### src/hdl/nsl_pkg.sv
// Constants shared by the network strap and indicator block.
package nsl_pkg;
    localparam int CLK_HZ = 40000000;
    localparam int HOLD_MS = 50;
    localparam int HOLD_CYCLES = (CLK_HZ / 1000) * HOLD_MS;
    localparam int POL_PULSE_LIMIT = 7;
    localparam int POL_PACKET_LIMIT = 3;
    localparam logic [7:0] REG_CONFIG = 8'h00;
    localparam logic [7:0] REG_STATUS = 8'h04;
    localparam logic [7:0] REG_IRQ_STATUS = 8'h08;
    localparam logic [7:0] REG_IRQ_MASK = 8'h0C;
    localparam int CFG_FORCE_TP = 0;
    localparam int ST_EXT_CODEC = 0;
    localparam int ST_AUI = 1;
    localparam int ST_LINK_CHECK = 2;
    localparam int ST_LOW_SQUELCH = 3;
    localparam int ST_LINK_GOOD = 4;
    localparam int ST_POL_REVERSED = 5;
    localparam int ST_TX_LED = 6;
    localparam int ST_RX_LED = 7;
    localparam int ST_COL_LED = 8;
    localparam int IRQ_TX = 0;
    localparam int IRQ_RX = 1;
    localparam int IRQ_COL = 2;
    localparam int IRQ_POL = 3;
    localparam int IRQ_LINK = 4;
    localparam int IRQ_WIDTH = 5;
endpackage

### src/hdl/nsl_hold_timer.sv
// Retriggerable hold timer that keeps an indicator active after each event.
`timescale 1ns/10ps
`default_nettype none
module nsl_hold_timer #(
    parameter int HOLD = 2000000
) (
    input wire logic clk,
    input wire logic rstn,
    input wire logic trigger,
    output logic active
);
    logic [31:0] count;
    logic [31:0] next_count;

    always_comb begin
        if (trigger) begin
            next_count = 32'(HOLD);
        end else if (count != 32'h0000_0000) begin
            next_count = count - 32'h0000_0001;
        end else begin
            next_count = count;
        end
    end

    always_ff @(posedge clk or negedge rstn) begin
        if (!rstn) begin
            count <= 32'h0000_0000;
        end else begin
            count <= next_count;
        end
    end

    assign active = (count != 32'h0000_0000);
endmodule
`default_nettype wire

### src/hdl/nsl_strap_led.sv
// Strap decode, activity indicators and APB status for the network side.
//
// Our own choices: the register offsets and the APB interface to the registers.
`timescale 1ns/10ps
`default_nettype none
// Behaviour
// - External codec select high disables the internal Manchester codec, low enables it.
// - Dual-function carrier, collision and clock pins take function one when that strap is 0, two when 1.
// - Attachment select high routes the codec to AUI, low to the twisted-pair module.
// - Transmit indicator goes low for about 50 ms on each transmission.
// - Receive indicator goes low for about 50 ms on each receive detection.
// - Collision indicator goes low for about 50 ms on each collision.
// - Polarity indicator stays high until seven reversed link pulses or three reversed packets in a row.
// - Link indicator is high in AUI mode, or when link testing is on and the link is bad.
// - Link indicator is low in twisted-pair mode with a good link, or in twisted-pair mode whenever link testing is off.
// - Link disable strap at 0 stops link pulse generation and integrity checking.
// - Low squelch strap at 1 selects the reduced receive threshold.
module nsl_strap_led #(
    parameter int HOLD_CYCLES = nsl_pkg::HOLD_CYCLES
) (
    input wire logic clk,
    input wire logic rstn,
    input wire logic externalCodecSelect,
    input wire logic attachmentPathSelect,
    input wire logic linkCheckDisable,
    input wire logic lowSquelchSelect,
    input wire logic txEvent,
    input wire logic rxEvent,
    input wire logic colEvent,
    input wire logic linkPulse,
    input wire logic linkPulseReversed,
    input wire logic rxPacketEnd,
    input wire logic rxPacketReversed,
    input wire logic linkIntegrityGood,
    input wire logic codecCarrier,
    input wire logic codecCollision,
    input wire logic codecRxData,
    input wire logic codecRxClock,
    input wire logic codecTxClock,
    input wire logic pinCarrierIn,
    input wire logic pinCollisionIn,
    input wire logic pinRxDataIn,
    input wire logic pinRxClockIn,
    input wire logic pinTxClockIn,
    output logic pinCarrierOut,
    output logic pinCollisionOut,
    output logic pinRxDataOut,
    output logic pinRxClockOut,
    output logic pinTxClockOut,
    output logic pinDualOe,
    output logic macCarrier,
    output logic macCollision,
    output logic macRxData,
    output logic macRxClock,
    output logic macTxClock,
    output logic internalCodecEnable,
    output logic auiPathEnable,
    output logic twistedPathEnable,
    output logic linkPulseGenEnable,
    output logic linkIntegrityEnable,
    output logic lowSquelchEnable,
    output logic transmitIndicator_n,
    output logic receiveIndicator_n,
    output logic collisionIndicator_n,
    output logic polarityIndicator_n,
    output logic linkGoodIndicator_n,
    output logic irq,
    input wire logic psel,
    input wire logic penable,
    input wire logic pwrite,
    input wire logic [7:0] paddr,
    input wire logic [31:0] pwdata,
    output logic [31:0] prdata,
    output logic pready,
    output logic pslverr
);
    logic rstMeta, rstSync;
    logic [3:0] strapMeta, strapSync;
    logic [4:0] dualMeta, dualSync;
    logic extCodec, aui, linkCheck, low_squelch_select;
    logic txHold, rxHold, colHold;
    logic [2:0] activityEvent, activityHold;
    logic [4:0] codecBus, macBus;
    logic [2:0] pulseRun, next_pulseRun;
    logic [1:0] packetRun, next_packetRun;
    logic polReversed, next_polReversed;
    logic linkOn;
    logic linkOnPrev, polPrev;
    logic next_linkOnPrev, next_polPrev;
    logic [nsl_pkg::IRQ_WIDTH-1:0] irqStatus, next_irqStatus, irqMask, next_irqMask, irqEvents;
    logic [31:0] next_prdata;
    logic [31:0] statusWord;
    logic access, wrAccess, mapped;

    // Reset is released synchronously so no flop leaves reset on a partial edge.
    always_ff @(posedge clk or negedge rstn) begin
        if (!rstn) begin
            rstMeta <= 1'b0;
            rstSync <= 1'b0;
        end else begin
            rstMeta <= 1'b1;
            rstSync <= rstMeta;
        end
    end

    // Straps and incoming dual-function pins are asynchronous to clk.
    always_ff @(posedge clk or negedge rstSync) begin
        if (!rstSync) begin
            strapMeta <= 4'h0;
            strapSync <= 4'h0;
            dualMeta <= 5'h00;
            dualSync <= 5'h00;
        end else begin
            strapMeta <= {lowSquelchSelect, linkCheckDisable, attachmentPathSelect, externalCodecSelect};
            strapSync <= strapMeta;
            dualMeta <= {pinTxClockIn, pinRxClockIn, pinRxDataIn, pinCollisionIn, pinCarrierIn};
            dualSync <= dualMeta;
        end
    end

    assign extCodec = strapSync[0];
    assign aui = strapSync[1];
    assign linkCheck = strapSync[2];
    assign low_squelch_select = strapSync[3];

    assign internalCodecEnable = !extCodec;
    assign auiPathEnable = aui;
    assign twistedPathEnable = !aui;
    assign linkPulseGenEnable = linkCheck;
    assign linkIntegrityEnable = linkCheck;
    assign lowSquelchEnable = low_squelch_select;

    // Function one drives the internal codec out on the pins; function two takes an external codec in.
    assign pinDualOe = !extCodec;
    assign pinCarrierOut = codecCarrier;
    assign pinCollisionOut = codecCollision;
    assign pinRxDataOut = codecRxData;
    assign pinRxClockOut = codecRxClock;
    assign pinTxClockOut = codecTxClock;
    assign codecBus = {codecTxClock, codecRxClock, codecRxData, codecCollision, codecCarrier};
    // The pin side is the synchronised copy, so an external codec is seen two cycles behind its pins.
    for (genvar b = 0; b < 5; b++) begin : gen_dual
        assign macBus[b] = extCodec ? dualSync[b] : codecBus[b];
    end
    assign macCarrier = macBus[0];
    assign macCollision = macBus[1];
    assign macRxData = macBus[2];
    assign macRxClock = macBus[3];
    assign macTxClock = macBus[4];

    assign activityEvent = {colEvent, rxEvent, txEvent};
    // Every event reloads its timer, so a lamp stays lit for as long as traffic keeps coming.
    for (genvar g = 0; g < 3; g++) begin : gen_hold
        nsl_hold_timer #(.HOLD(HOLD_CYCLES)) nsl_hold_timer_i (
            .clk(clk),
            .rstn(rstSync),
            .trigger(activityEvent[g]),
            .active(activityHold[g])
        );
    end
    assign txHold = activityHold[0];
    assign rxHold = activityHold[1];
    assign colHold = activityHold[2];
    assign transmitIndicator_n = !txHold;
    assign receiveIndicator_n = !rxHold;
    assign collisionIndicator_n = !colHold;

    // A correctly polarised pulse or packet breaks the run and clears the flag.
    // A run stops counting at its limit, so the flag holds while reversed traffic continues.
    always_comb begin
        next_pulseRun = pulseRun;
        next_packetRun = packetRun;
        next_polReversed = polReversed;
        if (aui) begin
            next_pulseRun = 3'h0;
            next_packetRun = 2'h0;
            next_polReversed = 1'b0;
        end else begin
            if (linkPulse) begin
                if (!linkPulseReversed) begin
                    next_pulseRun = 3'h0;
                    next_polReversed = 1'b0;
                end else if (32'(pulseRun) + 1 >= nsl_pkg::POL_PULSE_LIMIT) begin
                    next_polReversed = 1'b1;
                end else begin
                    next_pulseRun = pulseRun + 3'h1;
                end
            end
            if (rxPacketEnd) begin
                if (!rxPacketReversed) begin
                    next_packetRun = 2'h0;
                    next_polReversed = 1'b0;
                end else if (32'(packetRun) + 1 >= nsl_pkg::POL_PACKET_LIMIT) begin
                    next_polReversed = 1'b1;
                end else begin
                    next_packetRun = packetRun + 2'h1;
                end
            end
        end
    end

    always_ff @(posedge clk or negedge rstSync) begin
        if (!rstSync) begin
            pulseRun <= 3'h0;
            packetRun <= 2'h0;
            polReversed <= 1'b0;
        end else begin
            pulseRun <= next_pulseRun;
            packetRun <= next_packetRun;
            polReversed <= next_polReversed;
        end
    end
    assign polarityIndicator_n = !polReversed;

    assign linkOn = !aui && (!linkCheck || linkIntegrityGood);
    assign linkGoodIndicator_n = !linkOn;

    // Interrupt events: every transmit, receive and collision event, polarity change, link change.
    always_comb begin
        next_linkOnPrev = linkOn;
        next_polPrev = polReversed;
    end

    // The link history starts lit, as the decode shows with all straps low, so reset raises no false change.
    always_ff @(posedge clk or negedge rstSync) begin
        if (!rstSync) begin
            linkOnPrev <= 1'b1;
            polPrev <= 1'b0;
        end else begin
            linkOnPrev <= next_linkOnPrev;
            polPrev <= next_polPrev;
        end
    end
    assign irqEvents = {linkOn ^ linkOnPrev, polReversed ^ polPrev, colEvent, rxEvent, txEvent};

    assign access = psel && penable;
    assign wrAccess = access && pwrite;
    assign mapped = (paddr == nsl_pkg::REG_CONFIG) || (paddr == nsl_pkg::REG_STATUS) ||
        (paddr == nsl_pkg::REG_IRQ_STATUS) || (paddr == nsl_pkg::REG_IRQ_MASK);
    assign pready = 1'b1;
    assign pslverr = access && !mapped;

    // A new event wins over a write-one clear in the same cycle.
    always_comb begin
        next_irqStatus = irqStatus;
        next_irqMask = irqMask;
        if (wrAccess && paddr == nsl_pkg::REG_IRQ_STATUS) begin
            next_irqStatus = irqStatus & ~pwdata[nsl_pkg::IRQ_WIDTH-1:0];
        end
        if (wrAccess && paddr == nsl_pkg::REG_IRQ_MASK) begin
            next_irqMask = pwdata[nsl_pkg::IRQ_WIDTH-1:0];
        end
        next_irqStatus = next_irqStatus | irqEvents;
    end

    // Status is gathered into one word so the read select below stays a plain word choice.
    always_comb begin
        statusWord = 32'h0000_0000;
        statusWord[nsl_pkg::ST_EXT_CODEC] = extCodec;
        statusWord[nsl_pkg::ST_AUI] = aui;
        statusWord[nsl_pkg::ST_LINK_CHECK] = linkCheck;
        statusWord[nsl_pkg::ST_LOW_SQUELCH] = low_squelch_select;
        statusWord[nsl_pkg::ST_LINK_GOOD] = linkOn;
        statusWord[nsl_pkg::ST_POL_REVERSED] = polReversed;
        statusWord[nsl_pkg::ST_TX_LED] = txHold;
        statusWord[nsl_pkg::ST_RX_LED] = rxHold;
        statusWord[nsl_pkg::ST_COL_LED] = colHold;
    end

    // Read data is captured in the setup cycle and held through the access phase.
    always_comb begin
        next_prdata = 32'h0000_0000;
        if (psel && !penable && !pwrite) begin
            case (paddr)
                nsl_pkg::REG_CONFIG: next_prdata = 32'h0000_0000;
                nsl_pkg::REG_STATUS: next_prdata = statusWord;
                nsl_pkg::REG_IRQ_STATUS: next_prdata[nsl_pkg::IRQ_WIDTH-1:0] = irqStatus;
                nsl_pkg::REG_IRQ_MASK: next_prdata[nsl_pkg::IRQ_WIDTH-1:0] = irqMask;
                default: next_prdata = 32'h0000_0000;
            endcase
        end else if (access) begin
            next_prdata = prdata;
        end
    end

    always_ff @(posedge clk or negedge rstSync) begin
        if (!rstSync) begin
            irqStatus <= '0;
            irqMask <= '0;
        end else begin
            irqStatus <= next_irqStatus;
            irqMask <= next_irqMask;
        end
    end

    always_ff @(posedge clk or negedge rstSync) begin
        if (!rstSync) begin
            prdata <= 32'h0000_0000;
        end else begin
            prdata <= next_prdata;
        end
    end
    assign irq = |(irqStatus & irqMask);
endmodule
`default_nettype wire

### config.mk
export PLATFORM = sky130hd
export DESIGN_NAME = nsl_strap_led
export DESIGN_NICKNAME = d
export VERILOG_FILES = /design/src/hdl/nsl_pkg.sv /design/src/hdl/nsl_hold_timer.sv /design/src/hdl/nsl_strap_led.sv
export SDC_FILE = /design/constraint.sdc
export NUM_CORES = 1
export LEC_CHECK = 0
export BUFFER_PORTS_ARGS = -buffer_cell sky130_fd_sc_hd__clkbuf_2
export CORE_ASPECT_RATIO = 2
export CORE_UTILIZATION = 50
export DETAILED_ROUTE_END_ITERATION = 8
export GPL_ROUTABILITY_DRIVEN = 0
export PLACE_DENSITY = 0.72
export SKIP_LAST_GASP = 1
export SLEW_MARGIN = 25
export SYNTH_ARGS = -nofsm -noshare
export SYNTH_HDL_FRONTEND = slang
export SYNTH_SLANG_ARGS = --single-unit
### constraint.sdc
create_clock -name clk -period 5.1 [get_ports clk]
set_input_delay 0 -clock clk [delete_from_list [all_inputs] [get_ports clk]]
set_output_delay 0 -clock clk [all_outputs]
set_load 0.01 [all_outputs]
==> results of run 1 <==
==> cell usage in the layout (no fill, tap or decap), drive strengths merged, types with 3 or more instances in the layout <==
cell type,n
dfrtp,142
clkbuf,91
nor2,63
nand2,57
a21oi,48
o21ai,41
or4,38
nor4,36
or3,27
conb,25
o31ai,25
dlygate4sd3,23
xnor2,22
mux2,22
nand3,20
inv,20
nor2b,17
nor3,17
ha,10
nand4,9
a22oi,9
or2,9
buf,8
clkinvlp,7
o41ai,6
nand2b,6
a211oi,5
a31o,5
nor3b,4
xor2,4
mux2i,4
nor4b,4
or3b,4
and4,3
nand3b,3
clkinv,3
==> worst paths after layout <==
kind / endpoint / slack, ns / startpoint / depth (start not counted)
min in group asynchronous: gen_hold[0].nsl_hold_timer_i.count[31]$_DFFE_PN0P_ / 0.40 / rstSync$_DFF_PN0_ / 0
setup reg to reg: gen_hold[0].nsl_hold_timer_i.count[7]$_DFFE_PN0P_ / 2.10 / gen_hold[0].nsl_hold_timer_i.count[0]$_DFFE_PN0P_ / 7
setup / recovery: transmitIndicator_n / 2.02 / gen_hold[0].nsl_hold_timer_i.count[0]$_DFFE_PN0P_ / 6
hold reg to reg: dualSync[2]$_DFF_PN0_ / 0.35 / dualMeta[2]$_DFF_PN0_ / 0
hold / removal: gen_hold[2].nsl_hold_timer_i.count[2]$_DFFE_PN0P_ / 0.05 / colEvent / 3
max in group asynchronous: gen_hold[1].nsl_hold_timer_i.count[13]$_DFFE_PN0P_ / 3.47 / rstSync$_DFF_PN0_ / 1
==> metal layers <==
layer	track usage, %	vias to the layer above
li1	-	2923
met1	24.34	2977
met2	41.67	120
met3	3.921	35
met4	10.48	0
met5	0	-
==> per-stage QoR <==
step | total power [W] | area, um^2 | hold WS [ns] | cells | util (%)
3_5_place_dp | 0.001533 | 7889 | -0.2139 | 1001 | 53.52
4_1_cts | 0.002778 | 8702 | 0.03773 | 1056 | 59.04
6_report | 0.002752 | 8705 | 0.04789 | 1057 | 59.05
5_1_grt | 0.002869 | 8705 | 0.06709 | 1057 | 59.05
3_3_place_gp | 0.001525 | 7889 | -0.2147 | 1001 | 53.52
2_1_floorplan | 0.001465 | 7581 | -0.2956 | 788 | -
==> cells in the mapped netlist (all sizes together) (20+ instances only) <==
| library cell | number |
|---|---|
| a21oi | 48 |
| buf | 39 |
| clkbuf | 23 |
| dfrtp | 142 |
| mux2 | 22 |
| nand2 | 57 |
| nand3 | 20 |
| nor2 | 63 |
| nor4 | 36 |
| o21ai | 41 |
| o31ai | 25 |
| or3 | 27 |
| or4 | 38 |
| xnor2 | 22 |
==> sequential cells by signal (all words and copies together) (netlist names) <==
register and count:
dualMeta 5, dualSync 5, gen_hold.nsl_hold_timer_i.count 96, irqMask 5, irqStatus 5, linkOnPrev 1, next_polPrev 1, packetRun 2
polPrev 1, prdata 9, pulseRun 3, rstMeta 1, rstSync 1, strapMeta 4, strapSync 4
==> repair_timing <==
| action | in CTS | in global routing |
|---|---|---|
| gates resized for setup | 0 | 0 |
| endpoints found under the setup margin | 0 | 0 |
| endpoints found under the hold margin | 29 | 0 |
| hold buffers | 23 | 0 |
| setup buffers | 0 | 0 |
==> worst max-delay path, stage by stage, from the launching register on <==
cell	delay [ns]
dfrtp_1	0.40
inv_1	0.12
ha_1	0.14
or4b_1	0.49
nor3_1	0.34
and4_1	0.89
clkbuf_2	0.27
==> logic make-up after synthesis <==
family	Yosys count	synth area share, %
AO/OA/AOI/OAI	154	13.04
buffers and inverters	81	5.826
multiplexers	26	3.840
XOR/XNOR	26	3.038
adder cells (fa/ha/maj)	10	1.669
other	2	0.1002
flip-flops	143	47.76
AND/OR/NAND/NOR	323	24.72
==> cell type report <==
type | instances | area [um^2] | share of cell area [%]
inverters | 19 | 71.32 | 0.8193
clock buffers | 19 | 442.9 | 5.088
well taps | 195 | 244.0 | 2.803
clock inverters | 13 | 140.1 | 1.610
diodes | 1 | 2.502 | 0.02875
repair buffers | 103 | 650.6 | 7.474
flip-flops and latches | 143 | 3583 | 41.17
multi-input cells | 564 | 3570 | 41.01
==> power groups by stage <==
stage	combinational (W)	clock, W	sequential, W
4_1_cts	0.000289	0.00125	0.00124
6_report	0.000285	0.00123	0.00124
3_3_place_gp	0.000267	0	0.00126
5_1_grt	0.000322	0.00130	0.00125
3_5_place_dp	0.000273	0	0.00126
2_1_floorplan	0.000212	0	0.00125
==> impl_summary.txt, run 1 <==
----------------------------------------------------
[Status]
  Result of the run ... completed

[Global routing]
  First-pass GRT wire length ... 27.69 mm
  Antenna violations before repair ... 1
  Maximum number of pins on one net before global-route repair ... 59
  Leftover overflow at the end of global routing ... 0
  GR Util All Layers ... 22.70%
  Number of global-route vias before repair ... 6051

[Setup path]
  Type of element launching the critical path ... flop
  Endpoint required time on the critical path ... 5.10 ns
  Type of destination of the critical path ... output port
  WS Path Type ... flop to output port
  Critical Path AT ... 3.08 ns
  Top fanout value on the critical path ... 29

[CTS]
  CTS Buffer Depth ... 2
  Buffer cell driving the clock tree root ... clkbuf_16
  Number of clock sinks ... 143
  Clock transition time at the flip-flop clock pins of the worst setup and hold paths ... 0.06 ns
  TritonCTS clock tree ... done
  Number of buffers added by the clock tree synthesis step ... 17
  Max H-tree Level ... 4
  Clock Latency Late Sink ... 0.42 ns

[STA]
  Max-Slew Margin vs Limit ... 36.79%
  Final worst setup slack ... 2.018 ns
  Final number of setup-violating endpoints ... 0
  Slew at the pin closest to its max-slew limit ... 0.9481 ns
  Setup repair after global routing missed its margin ... false
  Timing-limited maximum frequency ... 324.5 MHz
  Pins Over Slew Limit ... 0
  Total count of hold-check failures in the final report ... 0
  Final setup skew ... 0.007033 ns
  Crit path time final ... 3.082 ns
  Sum of negative setup slack ... 0 ns
  Final clock period utilization by the worst path ... 60.42%

[Power and ir drop]
  Switching power share of the total ... 26.09%
  Maximum resistive drop on vdd ... 0.2316 mV
  Power per Cell Area ... 316.1 mW/mm^2
  Clock Power Share ... 44.6%
  Reg power frac ... 45.0%
  Switching power total ... 0.0007178 W
  Logic pwr share ... 10.4%
  Internal power contribution ... 0.002034 W
  Static power due to leakage ... 3.677 nW

[Synth]
  Top cells by area in the synthesized netlist ... dfrtp_1 (47%), or4_1 (3.4%), a21oi_1 (3.2%)
  Share of synthesized flip-flops with an asynchronous set or reset ... 100.0%
  Most frequently used flop master after synthesis ... dfrtp_1
  Post-synthesis sequential element count ... 143
  Cell Area, Synth ... 0.007495 mm^2
  Cell taking the most area after synthesis ... dfrtp_1
  Number of instances in the synthesized netlist ... 765
  Total number of yosys warnings ... 0
  Mean area per synthesized cell ... 9.797 um^2
  Share of Yosys cell area claimed by the top area cell type ... 47.41%
  Count of flip-flops with a built-in enable after synthesis ... 0
  Library cells used by synthesis ... 66
  Sequential share of the synthesized area ... 47.76%

[Detailed routing]
  Number of violations reported at the end of detailed-routing iteration 0 ... 264
  Number of nets with antenna violations after routing ... 0
  WL met3 ... 442 um
  Vias per std cell ... 5.728
  Overall routed net length ... 16.34 mm
  Amount of wire on met2 after detailed routing ... 9.289 mm
  WL per Instance ... 15.46 um
  Post-route DRC ... 0
  Highest metal layer used by the detailed router ... met4
  Number of detailed-route iterations in the first pass ... 5
  Met1 Wirelength ... 6.142 mm
  Via total after detailed routing ... 6055

[Floorplan]
  Die area ... 0.01551 mm^2
  DIE HEIGHT ... 175.1 um
  Count of standard-cell rows ... 63
  Die width ... 88.57 um
  Count of pins on the block boundary ... 124
  Core Region ... 0.01474 mm^2
  Initial standard-cell utilization of the core ... 50.84%

[Flow run]
  Maximum capacitance violations ... 0

[Place]
  I/O Buffers ... 72
  HPWL after DPL ... 11.31 mm
  Dpl ws ... 2.114 ns

[Cells and area]
  Synthesis-to-layout area growth ... 16.14%
  Filler Cell Count ... 1309
  Share of layout cells above drive strength 1 ... 18.58%
  Final layout net count ... 925

[Hold path]
  Worst min-delay path class ... primary input to flop

----------------------------------------------------
No activity file was read; power rests on OpenSTA's default activity.
==> inputs of run 2 (changes only) <==
--- a/config.mk
+++ b/config.mk
@@ -5,12 +5,13 @@
 export SDC_FILE = /design/constraint.sdc
 export NUM_CORES = 1
 export LEC_CHECK = 0
+export ABC_AREA = 1
 export BUFFER_PORTS_ARGS = -buffer_cell sky130_fd_sc_hd__clkbuf_2
 export CORE_ASPECT_RATIO = 2
 export CORE_UTILIZATION = 50
 export DETAILED_ROUTE_END_ITERATION = 8
 export GPL_ROUTABILITY_DRIVEN = 0
-export PLACE_DENSITY = 0.72
+export PLACE_DENSITY = 0.74
 export SKIP_LAST_GASP = 1
 export SLEW_MARGIN = 25
 export SYNTH_ARGS = -nofsm -noshare
==> constraint.sdc (replaced) <==
create_clock -name clk -period 2.5 [get_ports clk]
set_input_delay 0 -clock clk [delete_from_list [all_inputs] [get_ports clk]]
set_output_delay 0 -clock clk [all_outputs]
set_load 0.01 [all_outputs]
==> impl_summary.txt, run 2 <==
----------------------------------------------------
[Status]
  Result of the run ... completed

[Place]
  Dpl ws ... 0.5968 ns
  Placed cell count ... 1518
  I/O Buffers ... 72
  HPWL after DPL ... 17.99 mm

[Synth]
  Share of Yosys cell area claimed by the top area cell type ... 40.50%
  Most repeated cell in the gate-level netlist after synthesis ... nand2_1
  Count of flip-flops with a built-in enable after synthesis ... 0
  Library cells used by synthesis ... 46
  Most frequently used flop master after synthesis ... dfrtp_1
  Share of synthesized flip-flops with an asynchronous set or reset ... 100.0%
  List of most frequent post-synthesis cells ... nand2_1 (328), nor2_1 (230), nand3_1 (149)
  Top cells by area in the synthesized netlist ... dfrtp_1 (41%), nand2_1 (14%), nor2_1 (9.8%)
  Cell Area, Synth ... 0.008773 mm^2
  Cell taking the most area after synthesis ... dfrtp_1
  Post-synthesis sequential element count ... 143
  Mean area per synthesized cell ... 7.002 um^2
  Sequential share of the synthesized area ... 40.80%
  Number of instances in the synthesized netlist ... 1253
  Total number of yosys warnings ... 0

[CTS]
  Number of cells upsized or downsized after cts ... 0
  CTS Buffer Depth ... 2
  Hold Buf Count CTS ... 28
  TritonCTS clock tree ... done
  Buffer cell driving the clock tree root ... clkbuf_16
  Clock Latency Late Sink ... 0.43 ns
  Number of buffers inserted by post-CTS setup repair ... 0
  Number of buffers added by the clock tree synthesis step ... 17
  Number of clock sinks ... 143
  Max H-tree Level ... 4
  Clock transition time at the flip-flop clock pins of the worst setup and hold paths ... 0.06 ns

[Setup path]
  Critical Path AT ... 2.13 ns
  Type of element launching the critical path ... flop
  Top fanout value on the critical path ... 4
  Endpoint required time on the critical path ... 2.50 ns
  CP max-delay cell ... dfrtp_1
  CP most frequent cell ... nor2_1
  Worst path top cell family by delay ... simple AND/OR/NAND/NOR gates
  Number of buffer and inverter stages on the critical path ... 2
  WS Path Type ... flop to output port
  Peak per-stage delay on the critical path ... 0.43 ns
  CP cell instances ... nor2_1 -> nand2_2 -> nor2_1 -> nand4_1 -> inv_1 -> clkbuf_2
  Type of destination of the critical path ... output port

[Detailed routing]
  Vias per std cell ... 5.243
  Number of violations reported at the end of detailed-routing iteration 0 ... 364
  Amount of wire on met2 after detailed routing ... 12.73 mm
  WL met3 ... 618 um
  Overall routed net length ... 23.45 mm
  Number of detailed-route iterations in the first pass ... 5
  Via total after detailed routing ... 8273
  WL per Instance ... 14.86 um
  Post-route DRC ... 0
  Number of nets with antenna violations after routing ... 0
  Highest metal layer used by the detailed router ... met4
  Met1 Wirelength ... 7.955 mm

[Hold path]
  Worst min-delay path class ... primary input to flop

[STA]
  Final worst setup slack ... 0.3677 ns
  Timing-limited maximum frequency ... 469.0 MHz
  Final clock period utilization by the worst path ... 85.29%
  Max-Slew Margin vs Limit ... 45.10%
  Final setup skew ... 0.01002 ns
  Pins Over Slew Limit ... 0
  Slew at the pin closest to its max-slew limit ... 0.8205 ns
  Setup repair after global routing missed its margin ... false
  Total count of hold-check failures in the final report ... 0
  Final number of setup-violating endpoints ... 0
  Crit path time final ... 2.132 ns
  Sum of negative setup slack ... 0 ns

[Global routing]
  Leftover overflow at the end of global routing ... 0
  First-pass GRT wire length ... 38.31 mm
  Antenna violations before repair ... 0
  GR Util All Layers ... 27.98%
  Maximum number of pins on one net before global-route repair ... 75
  Number of global-route vias before repair ... 8230

[Cells and area]
  Final layout net count ... 1432
  Flip-flop count of the largest register, all copies and words added ... 96
  Commonest cells after routing, fill and taps aside ... nand2_1 (328), nor2_1 (230), nand3_1 (149)
  Leading registers by flop count ... gen_hold.nsl_hold_timer_i.count: 96 flops, prdata: 9 flops
  Antenna diodes ... 0
  Register with the highest flop count ... gen_hold.nsl_hold_timer_i.count
  Share of layout cells above drive strength 1 ... 12.28%
  Synthesis-to-layout area growth ... 15.19%
  Non-filler cells, final ... 1578
  Most frequent standard cell in the layout excluding fill and tap cells ... nand2_1
  End-of-flow core utilization ... 58.80%

[Power and ir drop]
  Maximum resistive drop on vdd ... 0.4074 mV
  Static power due to leakage ... 5.202 nW
  Power per Cell Area ... 602.1 mW/mm^2

[Flow run]
  Maximum capacitance violations ... 0

[Floorplan]
  Die area ... 0.01811 mm^2
  Die width ... 95.67 um
  Core Region ... 0.01719 mm^2
  Count of standard-cell rows ... 68
  Initial standard-cell utilization of the core ... 51.05%
  DIE HEIGHT ... 189.3 um
  Count of pins on the block boundary ... 124

----------------------------------------------------
-- run 2: per-layer routing --
metal | track usage, % | vias to the layer above
met3 | 3.936 | 113
li1 | - | 4097
met5 | 0 | -
met4 | 23.13 | 0
met2 | 51.35 | 208
met1 | 26.05 | 3855
-- run 2: worst min-delay path, stage by stage --
cell and delay [ns]:
clkbuf_2 0.11, inv_1 0.11, nor3_4 0.08, nand3_1 0.06
nand2_1 0.04
-- run 2: area by class of cell --
cell class | count | area, um^2
clock buffers | 18 | 439.2
repair buffers | 110 | 740.7
well taps | 210 | 262.8
clock inverters | 14 | 146.4
multi-input cells | 933 | 4364
inverters | 150 | 569.3
fillers | 1629 | 7081
flip-flops and latches | 143 | 3583
-- run 2: path summary, 6_finish.rpt --
path | startpoint | end | slack (ns) | depth (start not counted)
worst max-delay path | gen_hold[0].nsl_hold_timer_i.count[11]$_DFFE_PN0P_ | transmitIndicator_n | 0.37 | 6
worst min-delay path | paddr[3] | irqMask[1]$_DFFE_PN0P_ | 0.01 | 5
worst max register to register | gen_hold[2].nsl_hold_timer_i.count[0]$_DFFE_PN0P_ | gen_hold[2].nsl_hold_timer_i.count[26]$_DFFE_PN0P_ | 0.45 | 8
worst min register to register | rstSync$_DFF_PN0_ | gen_hold[2].nsl_hold_timer_i.count[20]$_DFFE_PN0P_ | 0.33 | 1
max in group asynchronous | rstSync$_DFF_PN0_ | linkOnPrev$_DFF_PN1_ | 1.78 | 1
min in group asynchronous | rstSync$_DFF_PN0_ | gen_hold[2].nsl_hold_timer_i.count[20]$_DFFE_PN0P_ | 0.33 | 1
-- run 2: stage by stage --
stage	total power [W]	hold WS, ns	instance area [um^2]
floorplan	0.003295	-0.2956	8861
global placement	0.003541	-0.2140	9240
detailed placement	0.003552	-0.2125	9240
CTS	0.006124	0.0001544	10110
global route	0.006365	0.02263	10110
finish	0.006084	0.009545	10110
-- run 2: kinds of logic after synthesis --
family,synth area share (%)
and+or+nand+nor,42.11
buffers and inverters,10.44
DFF,40.80
AOI/OAI and AO/OA,3.038
xor gates and xnor gates,2.096
adders and majority gates,1.426
other,0.08560
-- run 2: power breakdown --
| group | leakage [nW] | switching (W) | internal [W] |
|---|---|---|---|
| combinational | 3.13 | 0.000685 | 0.000319 |
| clock | 0.276 | 0.00109 | 0.00143 |
| sequential | 1.79 | 0.000127 | 0.00243 |
| total | 5.20 | 0.00190 | 0.00418 |
